[src/rtl/bus_arb_pkg.sv]
`default_nettype none
package bus_arb_pkg;
  // agent identity width and codes derived from request lines seen at reset release
  localparam int unsigned ID_W        = 2;
  localparam logic [1:0]  ID_LINE0    = 2'h0;
  localparam logic [1:0]  ID_LINE1    = 2'h1;
  localparam logic [1:0]  ID_NONE     = 2'h3;
  // frequency select width and default code, value arbitrary
  localparam int unsigned FSEL_W      = 3;
  localparam logic [2:0]  FSEL_DEF    = 3'h0;
  // number of request lines the agent samples at reset release
  localparam int unsigned REQ_LINES   = 2;
  // synchroniser depth for pin inputs
  localparam int unsigned SYNC_STAGES = 3;

  typedef enum logic [1:0] {
    ARB_IDLE   = 2'h0,
    ARB_REQ    = 2'h1,
    ARB_OWN    = 2'h3,
    ARB_LOCKED = 2'h2
  } arb_state_t;
endpackage
`default_nettype wire

[src/rtl/pin_sync.sv]
`default_nettype none
module pin_sync #(
  parameter int unsigned WIDTH = 1,
  parameter logic [WIDTH-1:0] RESET_VAL = '0
) (
  input  wire logic             mclk,  // bus clock
  input  wire logic             nrst,  // async reset, low
  input  wire logic [WIDTH-1:0] pinIn, // raw pin levels
  output logic      [WIDTH-1:0] level  // filtered level
);
  logic [WIDTH-1:0] stage1;
  logic [WIDTH-1:0] stage2;
  logic [WIDTH-1:0] stage3;

  // three stage flops and an output flop, a change counts once stages two and three agree
  always_ff @(posedge mclk or negedge nrst) begin
    if (!nrst) begin
      stage1 <= RESET_VAL;
      stage2 <= RESET_VAL;
      stage3 <= RESET_VAL;
      level  <= RESET_VAL;
    end else begin
      stage1 <= pinIn;
      stage2 <= stage1;
      stage3 <= stage2;
      for (int i = 0; i < WIDTH; i++) begin
        if (stage2[i] == stage3[i]) begin
          level[i] <= stage3[i];
        end
      end
    end
  end
endmodule
`default_nettype wire

[src/rtl/shared_bus_priority_arbitration.sv]
// Notes on behaviour
// - Seeing the priority request asserted stops the agent from issuing new requests.
// - Requests belonging to a locked operation already under way may still be issued.
// - Both request lines are sampled when reset goes from asserted to released.
// - The agent identity follows which request line was seen asserted at release.
// - Request line zero is the agent's own bus request output, driving system request zero.
// - A 3-bit frequency select code is driven; all agents share one bus frequency.
`default_nettype none
module shared_bus_priority_arbitration #(
  parameter logic [2:0] FREQ_CODE = bus_arb_pkg::FSEL_DEF
) (
  input  wire logic       mclk,                      // bus clock, 40 MHz
  input  wire logic       nrst,                      // async reset, low
  input  wire logic       priority_owner_request_n,  // priority agent request, low
  input  wire logic [1:0] agent_request_lines_n,     // request lines, input side
  input  wire logic       reqValid,                  // core wants the bus
  input  wire logic       reqLocked,                 // request is part of locked op
  input  wire logic       lockActive,                // locked op in progress
  input  wire logic       reqDone,                   // current transaction finished
  output logic            own_request_line_n,        // request line zero out, low
  output logic            own_request_oe,            // enable for request line zero
  output logic            reqGrant,                  // request issued this cycle
  output logic            reqBlocked,                // request held back this cycle
  output logic [1:0]      agentId,                   // identity caught at release
  output logic            idValid,                   // identity has been caught
  output logic [2:0]      bus_freq_select            // frequency select code
);
  // idle level of an active-low pin, also the released level of line zero
  localparam logic PIN_IDLE = 1'b1;

  // synchronised priority level, high while the priority agent is idle
  logic                    priorityActive;
  // high only until the first clocked edge after reset release
  logic                    inReset;
  // ownership sequencer state and its next value
  bus_arb_pkg::arb_state_t state;
  bus_arb_pkg::arb_state_t next_state;
  // priority agent quiet, and locked traffic allowed through
  logic                    prioQuiet;
  logic                    lockPass;
  // a new request may go out this cycle
  logic                    allowIssue;
  // a waiting request is taken, or held back, at this edge
  logic                    takeReq;
  logic                    holdReq;
  // the sequencer wants the bus after this edge
  logic                    busWanted;

  // synchronise the priority request pin, idle level out of reset
  pin_sync #(
    .WIDTH     (1),
    .RESET_VAL (PIN_IDLE)
  ) uPrioSync (
    .mclk  (mclk),
    .nrst  (nrst),
    .pinIn (priority_owner_request_n),
    .level (priorityActive)
  );

  // identity decode from the raw request lines, line zero wins a tie
  function automatic logic [1:0] decode_id(input logic [1:0] linesN);
    if (!linesN[0]) begin
      decode_id = bus_arb_pkg::ID_LINE0;
    end else if (!linesN[1]) begin
      decode_id = bus_arb_pkg::ID_LINE1;
    end else begin
      // both lines high leaves the agent without an identity
      decode_id = bus_arb_pkg::ID_NONE;
    end
  endfunction

  // true for a state that leaves the request line released
  function automatic logic is_idle(input bus_arb_pkg::arb_state_t s);
    is_idle = (s == bus_arb_pkg::ARB_IDLE);
  endfunction

  // state a taken request moves to, locked ops keep their own state
  function automatic bus_arb_pkg::arb_state_t issue_state(input logic locked);
    issue_state = locked ? bus_arb_pkg::ARB_LOCKED : bus_arb_pkg::ARB_REQ;
  endfunction

  // first clocked cycle after release marks the capture point
  always_ff @(posedge mclk or negedge nrst) begin
    if (!nrst) begin
      inReset <= 1'b1;
    end else begin
      inReset <= 1'b0;
    end
  end

  // identity, caught once on the first edge after release
  always_ff @(posedge mclk or negedge nrst) begin
    if (!nrst) begin
      agentId <= bus_arb_pkg::ID_NONE;
    end else if (inReset && !idValid) begin
      // the lines are straps held through reset, so they are read raw
      agentId <= decode_id(agent_request_lines_n);
    end
  end

  // identity caught flag, set together with the identity
  always_ff @(posedge mclk or negedge nrst) begin
    if (!nrst) begin
      idValid <= 1'b0;
    end else if (inReset) begin
      idValid <= 1'b1;
    end
  end

  // priority agent quiet when its synchronised pin is high
  always_comb begin
    prioQuiet = priorityActive;
    lockPass  = lockActive && reqLocked;
  end

  // new requests wait while priority is seen, locked ones still pass
  always_comb begin
    allowIssue = prioQuiet || lockPass;
  end

  // a waiting request is either taken or held back, never both
  always_comb begin
    // both need a known identity first
    takeReq = is_idle(state) && reqValid && idValid && allowIssue;
    holdReq = is_idle(state) && reqValid && idValid && !allowIssue;
  end

  // ownership sequencing
  always_comb begin
    // hold the state unless an event moves it
    next_state = state;
    unique case (state)
      bus_arb_pkg::ARB_IDLE: begin
        // only a request the priority check lets through
        if (takeReq) begin
          next_state = issue_state(reqLocked);
        end
      end

      bus_arb_pkg::ARB_REQ: begin
        // request phase is out, the bus is owned next cycle
        next_state = bus_arb_pkg::ARB_OWN;
      end

      bus_arb_pkg::ARB_OWN: begin
        // owned until the transaction completes
        if (reqDone) begin
          next_state = bus_arb_pkg::ARB_IDLE;
        end
      end

      bus_arb_pkg::ARB_LOCKED: begin
        // a locked op keeps the bus until the transaction completes with the lock dropped
        if (reqDone && !lockActive) begin
          next_state = bus_arb_pkg::ARB_IDLE;
        end
      end
    endcase
  end

  // bus wanted from the edge that takes a request until idle
  always_comb begin
    busWanted = !is_idle(next_state);
  end

  // sequencer state register
  always_ff @(posedge mclk or negedge nrst) begin
    if (!nrst) begin
      state <= bus_arb_pkg::ARB_IDLE;
    end else begin
      state <= next_state;
    end
  end

  // request line zero, low while the bus is wanted
  always_ff @(posedge mclk or negedge nrst) begin
    if (!nrst) begin
      own_request_line_n <= PIN_IDLE;
    end else begin
      own_request_line_n <= !busWanted;
    end
  end

  // line zero driven only once the identity is known
  always_ff @(posedge mclk or negedge nrst) begin
    if (!nrst) begin
      own_request_oe <= 1'b0;
    end else begin
      own_request_oe <= idValid;
    end
  end

  // one-cycle pulse for each request taken
  always_ff @(posedge mclk or negedge nrst) begin
    if (!nrst) begin
      reqGrant <= 1'b0;
    end else begin
      reqGrant <= takeReq;
    end
  end

  // held-back flag, refreshed every cycle
  always_ff @(posedge mclk or negedge nrst) begin
    if (!nrst) begin
      reqBlocked <= 1'b0;
    end else begin
      reqBlocked <= holdReq;
    end
  end

  // fixed frequency select, same code for every agent
  always_ff @(posedge mclk or negedge nrst) begin
    if (!nrst) begin
      bus_freq_select <= bus_arb_pkg::FSEL_DEF;
    end else begin
      bus_freq_select <= FREQ_CODE;
    end
  end
endmodule
`default_nettype wire
[config.mk]
export PLATFORM = sky130hd
export DESIGN_NAME = shared_bus_priority_arbitration
export DESIGN_NICKNAME = d
export VERILOG_FILES = /design/src/rtl/bus_arb_pkg.sv /design/src/rtl/pin_sync.sv /design/src/rtl/shared_bus_priority_arbitration.sv
export SDC_FILE = /design/constraint.sdc
export NUM_CORES = 1
export LEC_CHECK = 0
export CORE_AREA = 2 2 39 41
export DETAILED_ROUTE_END_ITERATION = 16
export DIE_AREA = 0 0 41 43
export DONT_BUFFER_PORTS = 1
export PLACE_DENSITY_LB_ADDON = 0.08
export RECOVER_POWER = 50
export REMOVE_ABC_BUFFERS = 1
export SLEW_MARGIN = 5
export SYNTH_ARGS = -nofsm -noshare
export SYNTH_HDL_FRONTEND = slang
export SYNTH_SLANG_ARGS = --single-unit
[constraint.sdc]
create_clock -name mclk -period 1.3 [get_ports mclk]
set_input_delay 0.26 -clock mclk [delete_from_list [all_inputs] [get_ports mclk]]
set_output_delay 0.26 -clock mclk [all_outputs]
set_load 0.02 [all_outputs]
==> results.ini <==
[status]
outcome=complete, no violations

[routing]
ant_nets=0
vias=290
wl_um=775
drc=0
wire_per_inst_um=12.5
detail_route.vias_per_cell=4.68
first_pass_iters=2
dr.first_iter.drc_count=1

[power_and_ir_drop]
powerDensity_nw_per_um2=1750
ir_drop_uv=608
power_leakage_nw=0.246
p_total_mw=1.01

[clock_network]
post_cts_resize_count=0
clockBufferDepth=2
cts_sinks=14
root_buffer=clkbuf_4
tritoncts=done
cts.htree.levels=1
cts.reportedPaths.clkPinSlew_ns=0.08
cts_buffers=3
worstSkewPairLatency_ns=0.27

[cells_and_area]
fill_cells=138
seq_area_sq_um=360
final_util_pct=42.0
multi_input_area_sq_um=150
instances_no_fill=62
diodes=0
layout-drive-gt1-share_pct=28.3
layout.nets=56
area_delta_synth_final_pct=11.3

[global_route]
grt_overflow_total=0
grt_pass1_wl_um=1240
use_met2_pct=17.8
grt_max_degree=15
busiest_layer=met2
grt_util_all_layers_pct=11.1
grtUsageMet3_pct=3.66
antenna_found_initial=0
grt_util_met1_pct=11.1
grt_pass1_vias=298

[synthesis]
synth_ff_type=dfstp_2
synth_area_leader_cell=dfstp_2
yosysUniqueCellTypes=18
netlist.area_leader.share_pct=40.3
synth_edf_count=0
synth_common_cells=dfstp_2, dfrtp_1, nand2_1, buf_4, o21ai_1
yosysWarnings=0
synth_most_common_cell=dfstp_2
synth.area.top_cells=dfstp_2, dfrtp_1, buf_4
syn_area_sq_um=522
seq_area_frac_synth_pct=69.1
ys_seq_elements=14
synth_cells=39
async_flop_share_pct=100
avgSynthCellArea_sq_um=13.4

[floorplan]
die_h_um=43
die_w_um=41
die_area_sq_um=1760
pin_count=19
core-area_sq_um=1380
rows=14
initial_core_util_pct=37.7

[sta]
slew_violations=0
fmax_ghz=0.880
hold_viol=0
tns_ns=0
worst_pin_slew_ns=0.604
slew_headroom_pct=59.6
rsz0062_at_grt=no
setup_violations=0
fin_ws_ns=0.163
finalCritPeriodShare_pct=87.4
skew_ns=0.00731
finalCriticalPeriod_ns=1.14

[critical_path]
critPathMaxFanout=2
critical_path_required_ns=1.04
arrival_ns=0.88
path_class=register to primary output
crit_path_start_kind=register
end_kind=primary output

[placement]
dpl_worst_slack_ns=0.248
gp_congestion=0.685
dp.cells=56
dp_hpwl_um=588
io_buffer_count=0

[flow_run]
max-cap-violations=0

[worst_hold_path]
hp-class=input pin to register

[flip-flops by register name, indices dropped and copies added (netlist names)]
| name | cells |
|---|---|
| uPrioSync.level | 1 |
| inReset | 1 |
| reqGrant | 1 |
| reqBlocked | 1 |
| state | 2 |
| own_request_line_n | 1 |
| uPrioSync.stage1 | 1 |
| uPrioSync.stage2 | 1 |
| idValid | 1 |
| agentId | 2 |
| own_request_oe | 1 |
| uPrioSync.stage3 | 1 |
[power by group]
part / internal, mW / leakage, nW / switching, mW
registers: 0.533 / 0.153 / 0.0866
logic: 0.0646 / 0.0783 / 0.0809
clock network: 0.119 / 0.0150 / 0.131
[cell usage in the layout (no fill, tap or decap)]
cell           count
clkbuf_1           2
o21ai_1            3
maj3_1             1
dlygate4sd3_1      2
o21ai_0            1
nand2b_1           1
mux2_4             1
nand2b_4           1
nor2b_1            2
nand3_2            1
a21oi_1            1
o21a_1             1
conb_1             4
nand2_1            4
dfstp_2            7
dfstp_1            1
o22ai_1            1
clkbuf_4           3
nor2_1             2
dfrtp_1            6
or2_1              1
[kinds of logic after synthesis]
kind of cell | count (synthesis) | synth area share [%]
flip-flops | 14 | 69.1
AND/OR/NAND/NOR | 12 | 13.7
buffers and inverters | 3 | 4.32
AO/OA/AOI/OAI | 7 | 7.43
multiplexers | 1 | 2.88
other | 1 | 0.719
adder cells (fa/ha/maj) | 1 | 1.92
[metal layers]
layer | vias to the layer above | part of all wire (%) | wire length (um)
met1 | 143 | 37 | 289
met4 | 0 | 0 | 0
li1 | 135 | - | -
met2 | 12 | 54 | 419
met5 | - | 0 | 0
met3 | 0 | 8.5 | 66
[worst paths after layout]
kind	startpoint	endpoint	slack, ns	cells after the start
hold / removal	agent_request_lines_n[0]	agentId[1]	0.08	2
setup reg to reg	idValid	agentId[0]	0.24	2
min in group asynchronous	nrst	idValid	0.43	1
setup / recovery	agentId[0]	agentId[0]	0.16	0
max in group asynchronous	nrst	state[1]	0.48	1
hold reg to reg	uPrioSync.stage1	uPrioSync.stage2	0.36	0
[through the flow]
stage | hold slack (ns) | instance area [sq um]
2_1_floorplan | -0.0356 | 510
3_3_place_gp | -0.0353 | 538
3_5_place_dp | -0.0352 | 538
4_1_cts | 0.0641 | 584
5_1_grt | 0.0602 | 581
6_report | 0.0755 | 581
[timing repair]
action	4_1_cts	5_1_grt
buffers inserted	0	0
hold buffers	2	0
endpoints found under the hold margin	15	0
[cell type report]
class,instances,share of cell area [%]
repair buffers,3,4.09
clock buffers,4,4.53
multi-input cells,25,25.9
well taps,16,3.45
flip-flops and latches,14,62.1
(Power assumes the default switching activity.)
